==> src/core/mers_pkg.sv <==
package mers_pkg;

    // ----------------------------------------
    // register map, word indices times four
    // ----------------------------------------
    localparam logic [11:0] MERS_IDX_TRIGGER = 12'h199; // trigger level select
    localparam logic [11:0] MERS_IDX_ALMCLR = 12'h19A; // alarm-clear enable
    localparam logic [11:0] MERS_IDX_CURON = 12'h19B; // current-on enable
    localparam logic [11:0] MERS_IDX_STOP = 12'h19C; // stop enable
    localparam logic [11:0] MERS_IDX_BLANK = 12'h198; // blanking time in ms
    localparam logic [11:0] MERS_IDX_STATUS = 12'h1A0; // status word
    localparam logic [13:0] MERS_ADDR_TRIGGER = {MERS_IDX_TRIGGER, 2'b00};
    localparam logic [13:0] MERS_ADDR_ALMCLR = {MERS_IDX_ALMCLR, 2'b00};
    localparam logic [13:0] MERS_ADDR_CURON = {MERS_IDX_CURON, 2'b00};
    localparam logic [13:0] MERS_ADDR_STOP = {MERS_IDX_STOP, 2'b00};
    localparam logic [13:0] MERS_ADDR_BLANK = {MERS_IDX_BLANK, 2'b00};
    localparam logic [13:0] MERS_ADDR_STATUS = {MERS_IDX_STATUS, 2'b00};

    // ----------------------------------------
    // reset values and encodings
    // ----------------------------------------
    localparam logic [1:0] MERS_TRIG_EDGE = 2'h1; // rising edge judgement
    localparam logic [1:0] MERS_TRIG_LEVEL = 2'h2; // level judgement
    localparam logic [1:0] MERS_RST_TRIGGER = 2'h1;
    localparam logic MERS_RST_ALMCLR = 1'b0;
    localparam logic MERS_RST_CURON = 1'b0;
    localparam logic MERS_RST_STOP = 1'b1;
    localparam logic [6:0] MERS_RST_BLANK = 7'h00;
    localparam logic [6:0] MERS_BLANK_MAX_MS = 7'h64; // 100 ms ceiling

    // ----------------------------------------
    // timing
    // ----------------------------------------
    localparam int MERS_CLK_HZ = 40000000;
    localparam int MERS_MS_US = 1000; // one blanking unit, in us
    localparam int MERS_MS_CYCLES = MERS_CLK_HZ / 1000000 * MERS_MS_US;

    // ----------------------------------------
    // carrier of the restore-capable inputs
    // ----------------------------------------
    typedef struct packed {
        logic restore; // dedicated excitation restore
        logic alarmClear; // alarm clear
        logic currentOn; // current on
        logic stop; // stop
    } mers_inputs_s;

endpackage : mers_pkg

==> src/core/mers_sync.sv <==
`timescale 1ns/10ps
// two-stage synchroniser plus previous sample for edge detect
module mers_sync #(
    parameter int WIDTH = 6
) (
    input wire logic core_clk,
    input wire logic reset,
    input wire logic [WIDTH-1:0] asyncIn,
    output logic [WIDTH-1:0] syncOut,
    output logic [WIDTH-1:0] prevOut
);
    // first stage read only by second stage
    logic [WIDTH-1:0] stage1_reg;
    logic [WIDTH-1:0] stage2_reg;
    logic [WIDTH-1:0] prev_reg;

    // ----------------------------------------
    // sampling chain
    // ----------------------------------------
    always_ff @(posedge core_clk)
    begin
        if (reset)
        begin
            stage1_reg <= '0;
            stage2_reg <= '0;
            prev_reg <= '0;
        end
        else
        begin
            stage1_reg <= asyncIn;
            stage2_reg <= stage1_reg;
            prev_reg <= stage2_reg;
        end
    end

    assign syncOut = stage2_reg;
    assign prevOut = prev_reg;
endmodule : mers_sync

==> src/core/mers_top.sv <==
// Register access over AHB-Lite was decided locally.
`timescale 1ns/10ps
// excitation restore selection behind an ahb-lite register slave
module mers_top #(
    parameter int MS_CYCLES = mers_pkg::MERS_MS_CYCLES
) (
    input wire logic core_clk,
    input wire logic reset,
    // ahb-lite slave
    input wire logic hsel,
    input wire logic [31:0] haddr,
    input wire logic [1:0] htrans,
    input wire logic hwrite,
    input wire logic [2:0] hsize,
    input wire logic [31:0] hwdata,
    input wire logic hready,
    output logic [31:0] hrdata,
    output logic hreadyout,
    output logic hresp,
    // pins, active high = on
    input wire logic excitation_restore_input,
    input wire logic safe_torque_off_input_a,
    input wire logic safe_torque_off_input_b,
    input wire logic alarm_clear_input,
    input wire logic current_on_input,
    input wire logic stop_input,
    output logic torque_off_monitor_output,
    output logic motorExcited
);
    // ----------------------------------------
    // state types
    // ----------------------------------------
    typedef enum logic [2:0] {
        ST_OFF = 3'b001, // torque removed
        ST_BLANK = 3'b010, // released, restore ignored
        ST_READY = 3'b100 // released, waiting for restore
    } mers_state_e;

    // ----------------------------------------
    // input synchronisation
    // ----------------------------------------
    logic [5:0] pinRaw; // all pins, outside domain
    logic [5:0] pinNow; // synchronised sample
    logic [5:0] pinPrev; // previous sample
    assign pinRaw = {safe_torque_off_input_a, safe_torque_off_input_b,
                     excitation_restore_input, alarm_clear_input,
                     current_on_input, stop_input};

    mers_sync #(.WIDTH(6)) u_sync (
        .core_clk(core_clk),
        .reset(reset),
        .asyncIn(pinRaw),
        .syncOut(pinNow),
        .prevOut(pinPrev)
    );

    mers_pkg::mers_inputs_s inNow; // current samples
    mers_pkg::mers_inputs_s inPrev; // prior samples
    mers_pkg::mers_inputs_s inRise; // inactive-to-active
    assign inNow = pinNow[3:0];
    assign inPrev = pinPrev[3:0];
    assign inRise = inNow & ~inPrev;
    wire bothOn = pinNow[5] & pinNow[4]; // both torque-off inputs active

    // ----------------------------------------
    // register file
    // ----------------------------------------
    logic [1:0] trigSel_reg; // trigger level select
    logic almEn_reg; // alarm-clear path enable
    logic curEn_reg; // current-on path enable
    logic stopEn_reg; // stop path enable
    logic [6:0] blankMs_reg; // blanking time in ms

    // address phase capture
    logic wrPend_reg;
    logic [13:0] addrPend_reg;
    wire addrTake = hsel & hready & htrans[1];

    always_ff @(posedge core_clk)
    begin
        if (reset)
        begin
            wrPend_reg <= 1'b0;
            addrPend_reg <= 14'h0000;
        end
        else
        begin
            wrPend_reg <= addrTake & hwrite;
            if (addrTake)
            begin
                addrPend_reg <= haddr[13:0];
            end
        end
    end

    // write decode in data phase
    wire wrTrig = wrPend_reg & (addrPend_reg == mers_pkg::MERS_ADDR_TRIGGER);
    wire wrAlm = wrPend_reg & (addrPend_reg == mers_pkg::MERS_ADDR_ALMCLR);
    wire wrCur = wrPend_reg & (addrPend_reg == mers_pkg::MERS_ADDR_CURON);
    wire wrStop = wrPend_reg & (addrPend_reg == mers_pkg::MERS_ADDR_STOP);
    wire wrBlank = wrPend_reg & (addrPend_reg == mers_pkg::MERS_ADDR_BLANK);
    // only the two legal trigger codes and blanking up to 100 ms are accepted; others keep the old value
    wire trigLegal = (hwdata[31:0] == 32'h00000001) | (hwdata[31:0] == 32'h00000002);
    wire blankLegal = (hwdata[31:7] == 25'h0000000) &
                      (hwdata[6:0] <= mers_pkg::MERS_BLANK_MAX_MS);

    // ----------------------------------------
    // configuration registers
    // ----------------------------------------
    always_ff @(posedge core_clk)
    begin
        if (reset)
        begin
            trigSel_reg <= mers_pkg::MERS_RST_TRIGGER;
            almEn_reg <= mers_pkg::MERS_RST_ALMCLR;
            curEn_reg <= mers_pkg::MERS_RST_CURON;
            stopEn_reg <= mers_pkg::MERS_RST_STOP;
            blankMs_reg <= mers_pkg::MERS_RST_BLANK;
        end
        else
        begin
            if (wrTrig & trigLegal)
            begin
                trigSel_reg <= hwdata[1:0];
            end
            if (wrAlm)
            begin
                almEn_reg <= hwdata[0];
            end
            if (wrCur)
            begin
                curEn_reg <= hwdata[0];
            end
            if (wrStop)
            begin
                stopEn_reg <= hwdata[0];
            end
            if (wrBlank & blankLegal)
            begin
                blankMs_reg <= hwdata[6:0];
            end
        end
    end

    // ----------------------------------------
    // excitation state machine
    // ----------------------------------------
    mers_state_e state_reg;
    mers_state_e state_next;
    logic [6:0] msLeft_reg; // blanking ms remaining
    logic [6:0] msLeft_next;
    logic [31:0] tick_reg; // cycles within current ms
    logic [31:0] tick_next;
    logic excited_reg; // motor excited
    logic excited_next;

    // restore request from the dedicated input, edge or level
    wire restoreHit = (trigSel_reg == mers_pkg::MERS_TRIG_LEVEL) ? inNow.restore
                                                                 : inRise.restore;
    // alternative sources, rising edge only
    wire altHit = (almEn_reg & inRise.alarmClear)
                | (curEn_reg & inRise.currentOn)
                | (stopEn_reg & inRise.stop);
    wire msTick = (tick_reg == 32'(MS_CYCLES - 1));

    always_comb
    begin
        state_next = state_reg;
        msLeft_next = msLeft_reg;
        tick_next = tick_reg;
        excited_next = excited_reg;
        unique case (state_reg)
            ST_OFF:
            begin
                excited_next = 1'b0;
                tick_next = 32'h00000000;
                msLeft_next = blankMs_reg;
                if (bothOn)
                begin
                    state_next = (blankMs_reg == 7'h00) ? ST_READY : ST_BLANK;
                end
            end
            ST_BLANK:
            begin
                // restore-capable inputs ignored here; keeps a stray early edge harmless
                tick_next = msTick ? 32'h00000000 : tick_reg + 32'h00000001;
                if (msTick)
                begin
                    msLeft_next = msLeft_reg - 7'h01;
                    if (msLeft_reg == 7'h01)
                    begin
                        state_next = ST_READY;
                    end
                end
            end
            ST_READY:
            begin
                if (~excited_reg & (restoreHit | altHit))
                begin
                    excited_next = 1'b1;
                end
            end
            default:
            begin
                state_next = ST_OFF;
            end
        endcase
        if (~bothOn)
        begin
            state_next = ST_OFF;
            excited_next = 1'b0;
        end
    end

    always_ff @(posedge core_clk)
    begin
        if (reset)
        begin
            state_reg <= ST_OFF;
            msLeft_reg <= 7'h00;
            tick_reg <= 32'h00000000;
            excited_reg <= 1'b0;
        end
        else
        begin
            state_reg <= state_next;
            msLeft_reg <= msLeft_next;
            tick_reg <= tick_next;
            excited_reg <= excited_next;
        end
    end

    // monitor is on while torque stays removed; a restore clears it
    assign torque_off_monitor_output = ~excited_reg;
    assign motorExcited = excited_reg;

    // ----------------------------------------
    // read path and response
    // ----------------------------------------
    logic [31:0] rdata_reg;
    wire [31:0] statusWord = {24'h000000, excited_reg, state_reg, pinNow[5:4], 2'b00};
    wire [31:0] rdSel =
        (haddr[13:0] == mers_pkg::MERS_ADDR_TRIGGER) ? {30'h00000000, trigSel_reg} :
        (haddr[13:0] == mers_pkg::MERS_ADDR_ALMCLR) ? {31'h00000000, almEn_reg} :
        (haddr[13:0] == mers_pkg::MERS_ADDR_CURON) ? {31'h00000000, curEn_reg} :
        (haddr[13:0] == mers_pkg::MERS_ADDR_STOP) ? {31'h00000000, stopEn_reg} :
        (haddr[13:0] == mers_pkg::MERS_ADDR_BLANK) ? {25'h0000000, blankMs_reg} :
        (haddr[13:0] == mers_pkg::MERS_ADDR_STATUS) ? statusWord : 32'h00000000;

    always_ff @(posedge core_clk)
    begin
        if (reset)
        begin
            rdata_reg <= 32'h00000000;
        end
        else if (addrTake & ~hwrite)
        begin
            rdata_reg <= rdSel;
        end
    end

    assign hrdata = rdata_reg;
    assign hreadyout = 1'b1; // zero wait states
    assign hresp = 1'b0; // always okay

    // ----------------------------------------
    // assertions
    // ----------------------------------------
    property p_level_restore;
        @(posedge core_clk) disable iff (reset)
        (state_reg == ST_READY && bothOn && trigSel_reg == mers_pkg::MERS_TRIG_LEVEL
         && inNow.restore) |=> excited_reg;
    endproperty
    a_level_restore: assert property (p_level_restore)
        else $error("level restore did not excite");

    property p_trig_legal;
        @(posedge core_clk) disable iff (reset)
        (trigSel_reg == 2'h1) || (trigSel_reg == 2'h2);
    endproperty
    a_trig_legal: assert property (p_trig_legal)
        else $error("trigger select holds illegal code");

    property p_no_edge_in_edge_mode;
        @(posedge core_clk) disable iff (reset)
        (!excited_reg && trigSel_reg == mers_pkg::MERS_TRIG_EDGE && !inRise.restore
         && !altHit) |=> !excited_reg;
    endproperty
    a_no_edge_in_edge_mode: assert property (p_no_edge_in_edge_mode)
        else $error("excited without an edge");

    property p_alarm_path;
        @(posedge core_clk) disable iff (reset)
        (state_reg == ST_READY && bothOn && almEn_reg && inRise.alarmClear) |=> excited_reg;
    endproperty
    a_alarm_path: assert property (p_alarm_path)
        else $error("alarm clear edge ignored");

    property p_curon_path;
        @(posedge core_clk) disable iff (reset)
        (state_reg == ST_READY && bothOn && curEn_reg && inRise.currentOn) |=> excited_reg;
    endproperty
    a_curon_path: assert property (p_curon_path)
        else $error("current on edge ignored");

    property p_stop_path;
        @(posedge core_clk) disable iff (reset)
        (state_reg == ST_READY && bothOn && stopEn_reg && inRise.stop) |=> excited_reg;
    endproperty
    a_stop_path: assert property (p_stop_path)
        else $error("stop edge ignored");

    property p_off_drops;
        @(posedge core_clk) disable iff (reset)
        !bothOn |=> !excited_reg && state_reg == ST_OFF;
    endproperty
    a_off_drops: assert property (p_off_drops)
        else $error("excitation kept without both inputs");

    property p_blank_hold;
        @(posedge core_clk) disable iff (reset)
        state_reg == ST_BLANK |-> !excited_reg;
    endproperty
    a_blank_hold: assert property (p_blank_hold)
        else $error("excited during blanking");

    property p_monitor;
        @(posedge core_clk) disable iff (reset)
        $rose(excited_reg) |-> !torque_off_monitor_output && $past(torque_off_monitor_output);
    endproperty
    a_monitor: assert property (p_monitor)
        else $error("monitor not cleared on restore");

    c_restore: cover property (@(posedge core_clk) disable iff (reset) $rose(excited_reg));
    c_blank: cover property (@(posedge core_clk) disable iff (reset)
        state_reg == ST_BLANK ##1 state_reg == ST_READY);
    c_level: cover property (@(posedge core_clk) disable iff (reset)
        trigSel_reg == mers_pkg::MERS_TRIG_LEVEL && $rose(excited_reg));
endmodule : mers_top

==> config.mk <==
export PLATFORM = sky130hd
export DESIGN_NAME = mers_top
export DESIGN_NICKNAME = d
export VERILOG_FILES = /design/src/core/mers_pkg.sv /design/src/core/mers_sync.sv /design/src/core/mers_top.sv
export SDC_FILE = /design/constraint.sdc
export NUM_CORES = 1
export LEC_CHECK = 0
export ABC_AREA = 1
export BUFFER_PORTS_ARGS = -buffer_cell sky130_fd_sc_hd__buf_2
export CORE_MARGIN = 2
export CORE_UTILIZATION = 59
export CTS_CLUSTER_DIAMETER = 100
export DETAILED_ROUTE_END_ITERATION = 8
export GPL_ROUTABILITY_DRIVEN = 0
export PLACE_DENSITY = 0.85
export SKIP_LAST_GASP = 1
export SLEW_MARGIN = 10
export SYNTH_ARGS = -nofsm -noshare
export SYNTH_HDL_FRONTEND = slang
export SYNTH_SLANG_ARGS = --single-unit
==> constraint.sdc <==
create_clock -name core_clk -period 2.57 [get_ports core_clk]
set_clock_uncertainty 0.05 [all_clocks]
set_input_delay 0.3855 -clock core_clk [delete_from_list [all_inputs] [get_ports core_clk]]
set_output_delay 0.3855 -clock core_clk [all_outputs]
set_load 0.02 [all_outputs]
# --- Yosys cells after proc, flatten, opt, wreduce, memory -nomap -nowiden ---
# Index checks and enable logic that the tools add are counted.
word_totals:
  out_inout_bits: 36
  word_cells: 92
  ff_bits: 118
  inputBits: 80
classes:
  order_cmp: 1
  muxes: 17
  n_eq_ne: 22
  n_addsub: 2
  reduce_logical: 8
  n_bitwise: 27
op_table:
  columns: ["operator", "n"]
  rows:
  - ["$eq A14 B11 Y1 const B", 11]
  - ["$pmux W32 S2", 1]
  - ["$mux W8", 6]
  - ["$add A32 B1 Y32 const B", 1]
  - ["$eq A32 B1 Y1 const B", 1]
  - ["$eq A32 B16 Y1 const B", 1]
  - ["$eq A32 B2 Y1 const B", 1]
  - ["$mux W32", 1]
  - ["$logic_not A25 Y1", 1]
  - ["$and A1 B1 Y1", 17]
  - ["$pmux W7 S2", 1]
  - ["$mux W3", 3]
  - ["$pmux W3 S3", 1]
  - ["$eq A7 B1 Y1 const B", 1]
  - ["$le A7 B7 Y1 const B", 1]
  - ["$logic_not A7 Y1", 1]
  - ["$mux W7", 1]
  - ["$sub A7 B1 Y7 const B", 1]
  - ["$ne A2 B2 Y1 const B", 3]
  - ["$and A4 B4 Y4", 1]
  - ["$not A1 Y1", 4]
  - ["$not A4 Y4", 1]
  - ["$or A1 B1 Y1", 4]
  - ["$reduce_and A2 Y1", 2]
  - ["9 further kinds", 11]

# --- Depth between registers and ports, before layout ---
# Gate-level depths: netlist of run 1.
logic_depth:
  depth_word: 9
  depth_mapped: 10
  mapped_depth_nobuf: 10

# --- Hierarchy ---
# A second synthesis of run 1 with hierarchy kept.
unflattened:
  cells_unflattened: 800
  area_unflattened_um2: 5308.8
modules_own_cells:
  columns: ["module", "cells_per_inst", "seq_area_each_um2", "area_each_um2", "n_inst"]
  rows:
  - ["mers_top", 744, 1561.5, 4787.1, 1]
  - ["mers_sync", 56, 360.3, 521.8, 1]

# --- Worst setup path before layout of run 1 ---
# OpenSTA, ideal clock, no wires.
synth_path:
  path_kind: "register to register"
  start: "reg tick_reg[0]"
  end: "reg tick_reg[22]"
  arrival_time_ps: 1363
  setup_slack_ps: 1026
  n_path_buf: 0
  required_time_ps: 2389
  synth_period_minus_slack_ps: 1544
  setup_ps: 131
  stages_incl_launch_ff: 11
  path_cell_list: "dfxtp_1 -> ha_1 -> nand2_1 -> nor2_4 -> nand2_4 -> nor2_8 -> nand3_4 -> nor2_1 -> nand2_1 -> nand3_2 -> a21oi_2"
synth_between:
  elab_chain_len: 3
  elab_cells_between_ends: 4
  cone_classes: "add/sub (1); eq/ne (1); mux (2)"
synth_rtl:
  columns: ["item", "line", "source"]
  rows:
  - ["from (decl)", "mers_top.sv:152", "logic [31:0] tick_reg;"]
  - ["from (signal assigned)", "mers_top.sv:228", "tick_reg <= tick_next;"]
  - ["$add A32 B1 Y32 or $eq A32 B16 Y1 (tied branches)", "mers_top.sv:186, mers_top.sv:164", null]
  - ["$mux W32 (*)", "mers_top.sv:186", "tick_next = msTick ? 32'h00000000 : tick_reg + 32'h00000001;"]
  - ["$pmux W32 S2 (*)", "mers_top.sv:172", "unique case (state_reg)"]
# Mark *: on every way between the ends. The rest lies on a longest branch, timed or not.
# A chain may end at the register's enable or synchronous reset.

# --- Final worst setup path of run 1 ---
layout_path:
  start: "reg tick_reg[0]"
  end: "reg tick_reg[30]"
# Same word-level chain as after synthesis.

==> out/metrics.yaml, run 1 <==
layout:
  drive_gt1_share_pct: 15.47
  fin_nets: 970
  area_growth_pct: 9.662
  final_cells: 1000
  largest_reg_flops: 32
  n_antenna_cell: 0
floorplanning:
  die_h_um: 99.67
  chipWidth_um: 99.67
  ioPinCount: 116
  rows: 34
  start_util_pct: 61.32
  core_area_sq_mm: 0.008806
  die-area_sq_mm: 0.009934
routing:
  detail-route-antenna-nets: 0
  drt_iter0_markers: 387
  wl_mm: 12.41
  first_pass_iters: 5
  drc: 0
  avgViaCountPerCell: 5.282
  vias: 5282
  wire_per_inst_um: 12.41
place:
  port_buffers: 67
  dpl_worst_slack_ns: 0.6404
  dp_cells: 984
  dp_hpwl_mm: 9.081
critical_path:
  arrival_ns: 2.02
  r2r_slack_ns: 0.79
  r2r_start: "tick_reg[0]"
  worst_ep_required_time_ns: 2.81
  critPathKind: "flop to flop"
  worst_setup_path_end_kind: "flop"
  path_max_fanout: 5
  worst-r2r-cell-count: 9
  critPathLaunchType: "flop"
  reg2reg_to: "tick_reg[30]"
synthesis:
  yosysMostFrequentCell: "nand2_1"
  synth-main-ff-cell: "dfxtp_1"
  synth-edff-count: 0
  synth_area_leaders: "dfxtp_1 (35%), nand2_1 (13%), nor2_1 (7.6%)"
  synth_top_area_cell: "dfxtp_1"
  yosysWarnings: 0
  syn_avg_cell_area_sq_um: 6.538
  synth.distinct_cells: 44
  netlist_area_sq_mm: 0.005400
  synth_top_area_share_pct: 34.85
  synthTopCellsByCount: "nand2_1 (180), nor2_1 (109), inv_1 (103), dfxtp_1 (94), nand3_1 (74)"
  async_reset_ff_share_pct: 0
  ys_seq_elements: 94
  netlist_instances: 826
  ys_seq_area_share_pct: 34.85
timing:
  fmaxAchievable_ghz: 0.5612
  fin_crit_sh_pct: 69.33
  setup_viol: 0
  tightestPinTransition_ns: 0.7053
  tns_ns: 0
  slew_violations: 0
  rsz0062_at_grt: "no"
  finalCriticalPeriod_ns: 1.782
  report.final.hold_viol_count: 0
  setup_ws_ns: 0.7882
  slew_headroom_pct: 52.81
clocking:
  post_cts_buffers: 0
  cts_tree: "yes"
  numCtsBuffers: 9
  hold_buffers: 0
  cts_buffer_depth: 2
  cts_root_buffer: "clkbuf_8"
  h-tree-depth: 3
  clkTransAtPathRegs_ns: 0.10
  clock_latency_ns: 0.36
  cts_resized: 0
  clock-sinks: 94
global_routing:
  antenna_found_initial: 0
  grt_pass1_vias: 4629
  grt-ovfl-total: 0
  grt_usage_pct: 25.58
  grt_pass1_wl_mm: 20.88
  grt_max_degree: 55
power:
  finalPower_mw: 2.714
  leakage_nw: 2.508
  ir_drop_mv: 0.3359
  p_per_area_mw_per_mm2: 458.3
job:
  drv_cap: 0
hold_path:
  worstHoldPathCells: 3
  worstHoldStart: "safe_torque_off_input_b"
  holdPathEnd: "u_sync.stage1_reg[4]"
  hold_class: "input port to flop"
outcome:
  status: "complete, no violations"
## layout make-up
| class | count | area [sq um] |
|---|---|---|
| clock inverters | 2 | 38.79 |
| well taps | 108 | 135.1 |
| multi-input cells | 592 | 2878 |
| fillers | 796 | 2884 |
| repair buffers | 71 | 365.4 |
| flip-flops and latches | 94 | 1882 |
| inverters | 119 | 450.4 |
| clock buffers | 14 | 172.7 |
## power by group
part / total (mW) / switching (mW) / leakage [nW] / internal (mW)
Combinational: 0.196 / 0.131 / 1.64 / 0.0649
Clock: 1.03 / 0.497 / 0.107 / 0.533
Sequential: 1.49 / 0.00947 / 0.762 / 1.48
Total: 2.71 / 0.638 / 2.51 / 2.08
## worst max-delay path by stage
stage                 from            to  slack (ns)  cells after the start
2_1_floorplan  tick_reg[0]  tick_reg[22]        1.03                     10
3_3_place_gp     htrans[1]     hrdata[1]        0.64                      8
3_5_place_dp          hsel     hrdata[1]        0.64                      8
4_1_cts        tick_reg[0]  tick_reg[22]        0.81                     10
5_1_grt        tick_reg[5]  tick_reg[25]        0.64                      8
6_report       tick_reg[0]  tick_reg[30]        0.79                      9
## metal layers
| layer | routed length, um | part of all wire, % | up-vias | global-route usage (%) |
|---|---|---|---|---|
| met2 | 5354 | 43 | 199 | 39.19 |
| li1 | - | - | 2701 | - |
| met1 | 5971 | 48 | 2360 | 37.29 |
| met3 | 891 | 7.2 | 22 | 3.303 |
| met4 | 192 | 1.5 | 0 | 8.641 |
| met5 | 0 | 0 | - | 0 |
## critical path, stage by stage, from the launching register on
cell and delay, ns:
dfxtp_1 0.43, ha_1 0.24, nand2_1 0.11, nor2_4 0.17
nand2_1 0.12, nor2_1 0.27, nand2_1 0.09, nand2_1 0.06
nand3_1 0.06, a21oi_1 0.12
## metrics by stage
| stage | hold slack, ns | util (%) | cell area [sq um] |
|---|---|---|---|
| 2_1_floorplan | 0.3383 | - | 5490 |
| 3_5_place_dp | 0.3451 | 64.85 | 5710 |
| 4_1_cts | 0.1689 | 67.25 | 5922 |
| 3_3_place_gp | 0.3409 | 64.85 | 5710 |
| 6_report | 0.1850 | 67.25 | 5922 |
| 5_1_grt | 0.1708 | 67.25 | 5922 |
## cell families (layout without fill, tap and decap cells)
logic type | count (synthesis) | in the layout | share of synthesized area, %
adders and majority gates | 3 | 3 | 0.6952
and+or+nand+nor | 446 | 446 | 38.58
DFF | 94 | 94 | 34.85
AOI/OAI and AO/OA | 107 | 107 | 10.59
xor gates and xnor gates | 10 | 10 | 1.622
buffers and inverters | 164 | 206 | 13.53
other | 2 | 26 | 0.1391
## layout by cell type (no fill, tap or decap), types with 6 or more instances in the layout
cell type,count
xor2_1,10
a21oi_1,58
clkbuf_8,12
nor3_1,20
nand3_1,74
inv_2,13
o21ai_1,6
nand4_1,15
nor2_2,10
inv_1,103
conb_1,26
nand2_1,180
nor2_1,109
o21ai_0,31
buf_2,67
dfxtp_1,94
No activity file was read; power rests on OpenSTA's default activity.
==> run 2, diff against run 1 <==
- ABC_AREA: 1 -> 0
- CORE_UTILIZATION: 59 -> 48
- PLACE_DENSITY: 0.85 -> 0.76
- clock period: 2.57 -> 1.6 ns (I/O delays scaled with it)
==> run 2 against run 1 <==
Global-route usage increased by 0.88 points. Area after synthesis decreased by 13%. Non-clock buffer count increased by 120. Synthesized cell count decreased by 31%. Final area increased by 11%. Combinational power increased by 81%. Cell count decreased by 12%. Setup slack got worse by 1.3 ns. Clock power increased by 52%. Wire length increased by 14%. The flow now finishes with violations (setup timing).
==> out/metrics.yaml, run 2 <==
outcome:
  status: "complete, but fails checks"
  violations: "setup timing"
synthesis:
  synth.distinct_cells: 65
  async_reset_ff_share_pct: 0
  synth-main-ff-cell: "dfxtp_1"
  synthTopCellsByCount: "dfxtp_1 (94), a21oi_1 (54), nand2_1 (50), nor2_1 (37)"
  ys_seq_area_share_pct: 40.16
  netlist_instances: 567
  yosysMostFrequentCell: "dfxtp_1"
  synth_top_area_share_pct: 40.16
  syn_avg_cell_area_sq_um: 8.264
  yosysWarnings: 0
  ys_seq_elements: 94
  synth-edff-count: 0
  synth_area_leaders: "dfxtp_1 (40%), a21oi_1 (5.8%), buf_4 (4.2%)"
  netlist_area_sq_mm: 0.004686
  synth_top_area_cell: "dfxtp_1"
floorplanning:
  chipWidth_um: 102.8
  rows: 36
  core_area_sq_mm: 0.009639
  die_h_um: 102.8
  ioPinCount: 116
  start_util_pct: 48.61
  die-area_sq_mm: 0.01057
clocking:
  clock_latency_ns: 0.38
  cts_tree: "yes"
  clock-sinks: 94
  cts_root_buffer: "clkbuf_8"
  cts_buffer_depth: 2
  numCtsBuffers: 9
  h-tree-depth: 3
  clkTransAtPathRegs_ns: 0.10
layout:
  layout_common_cells: "buf_4 (114), dfxtp_1 (87), buf_2 (67)"
  fin_area_sq_mm: 0.006580
  drive_gt1_share_pct: 37.42
  multi_input_area_sq_mm: 0.002942
  nFillCells: 764
  n_antenna_cell: 0
  fin_nets: 821
  area_growth_pct: 40.43
  largest_reg_flops: 32
  seq_area_sq_mm: 0.001891
  final_common_cell: "buf_4"
timing:
  setup_viol: 52
  fin_crit_sh_pct: 134.6
  tns_ns: -22.38
  report.final.hold_viol_count: 0
  slew_violations: 0
  slew_headroom_pct: 56.14
  finalCriticalPeriod_ns: 2.154
  rsz0062_at_grt: "yes"
  fmaxAchievable_ghz: 0.4642
  tightestPinTransition_ns: 0.6573
  setup_ws_ns: -0.5543
  hold-worst-slack_ns: 0.01200
hold_path:
  holdPathEnd: "u_sync.stage1_reg[3]"
  hold_class: "input port to flop"
  worstHoldPathCells: 2
  worstHoldStart: "excitation_restore_input"
global_routing:
  antenna_found_initial: 0
  grt_max_degree: 61
  grtUsageMet3_pct: 4.610
  grtUsageMet1_pct: 31.19
  grt_busiest_layer: "met2"
  use_met2_pct: 45.90
  grt_pass1_wl_mm: 22.01
  grt-ovfl-total: 0
  grt_usage_pct: 26.46
  grt_pass1_vias: 4776
critical_path:
  critPathSlowestCell: "or4_4"
  r2r_start: "tick_reg[17]"
  path_cells: "or4_4, nor4_4, buf_4, buf_6, a31oi_4, o31ai_1, a21oi_1"
  worst-r2r-cell-count: 7
  critPathLaunchType: "flop"
  path_max_fanout: 7
  worst_setup_path_end_kind: "flop"
  critPathKind: "flop to flop"
  reg2reg_to: "msLeft_reg[2]"
  worst_ep_required_time_ns: 1.81
  cp_slowest_stage_delay_ns: 0.54
  r2r_slack_ns: -0.55
  arrival_ns: 2.37
place:
  dp_hpwl_mm: 10.14
  port_buffers: 67
  dpl_worst_slack_ns: -0.5768
  placed_cell_area_sq_mm: 0.006001
routing:
  vias: 5147
  drt_iter0_markers: 468
  first_pass_iters: 7
  wire_per_inst_um: 16.20
  detail-route-antenna-nets: 0
  wl_mm: 14.19
  drc: 0
  avgViaCountPerCell: 5.876
power:
  ir_drop_mv: 0.3919
  finalPower_mw: 4.304
  leakage_nw: 2.521
  p_per_area_mw_per_mm2: 654.1
job:
  drv_cap: 0
[run 2: changes by cell type in the layout (fill, tap and decap cells not counted), sizes merged, moves of 13 or more]
cell,change
nor2,-83
nand2,-136
nor3,-17
nand3,-58
a31oi,+13
nor2b,+17
buf,+120
o21ai,-15
nor4,+18
inv,-99
[run 2: repair_timing]
| action | 4_1_cts | 5_1_grt |
|---|---|---|
| gates resized for setup | 34 | 34 |
| buffers inserted | 4 | 4 |
| hold buffers | 0 | 0 |
| setup endpoints to repair | 53 | 55 |
| pin swaps | 4 | 16 |
[run 2: cell type report]
| class | count | area share [%] |
|---|---|---|
| Clock buffer | 9 | 1.882 |
| Clock inverter | 7 | 0.9508 |
| Inverter | 13 | 0.7416 |
| Multi-Input combinational cell | 429 | 44.70 |
| Sequential cell | 94 | 28.73 |
| Tap cell | 133 | 2.529 |
| Timing Repair Buffer | 191 | 20.46 |
[run 2: worst max-delay path by stage]
| stage | startpoint | end | slack [ns] | cells after the start |
|---|---|---|---|---|
| after global routing | tick_reg[17] | msLeft_reg[3] | -0.60 | 7 |
| after CTS | tick_reg[31] | msLeft_reg[3] | -0.53 | 7 |
| after floorplan | tick_reg[17] | tick_reg[19] | -0.46 | 6 |
| after detailed placement | state_reg[0] | tick_reg[17] | -0.58 | 6 |
| final | tick_reg[17] | msLeft_reg[2] | -0.55 | 7 |
| after global placement | tick_reg[17] | tick_reg[25] | -0.49 | 6 |
[run 2: worst max-delay path, delay by kind of cell, from the launching register on]
kind,cells,cell delay (ns)
AND/OR/NAND/NOR,2,0.79
buffers and inverters,2,0.29
AO/OA/AOI/OAI,3,0.57
flip-flops,1,0.34
[run 2: report_power, final]
part | leakage, nW | switching, mW | total [mW] | internal (mW)
Clock | 0.0984 | 0.962 | 1.57 | 0.604
Sequential | 0.764 | 0.0143 | 2.38 | 2.37
Combinational | 1.66 | 0.220 | 0.355 | 0.136
[run 2: metrics by stage]
| step | std cells | utilization [%] |
|---|---|---|
| after floorplan | 591 | - |
| after global routing | 876 | 68.26 |
| final | 876 | 68.26 |
| after CTS | 873 | 66.37 |
| after global placement | 853 | 62.25 |
| after detailed placement | 853 | 62.25 |
[run 2: logic make-up (layout without fill, tap and decap cells)]
kind of cell / Yosys count / count (layout) / share of synthesized area (%)
xor+xnor: 3 / 3 / 0.5609
mux: 9 / 9 / 1.923
compound gates: 149 / 149 / 20.40
flops: 94 / 94 / 40.16
simple gates: 239 / 239 / 28.41
fa+ha+maj: 3 / 3 / 0.8012
other cells: 2 / 26 / 0.1603
buf+inv: 68 / 220 / 7.583
[run 2: layer usage]
layer	routed length, um	part of all wire [%]	vias to the layer above
met5	0	0	-
li1	-	-	2385
met1	5413	38	2422
met3	1060	7.5	62
met2	7162	50	278
met4	553	3.9	0
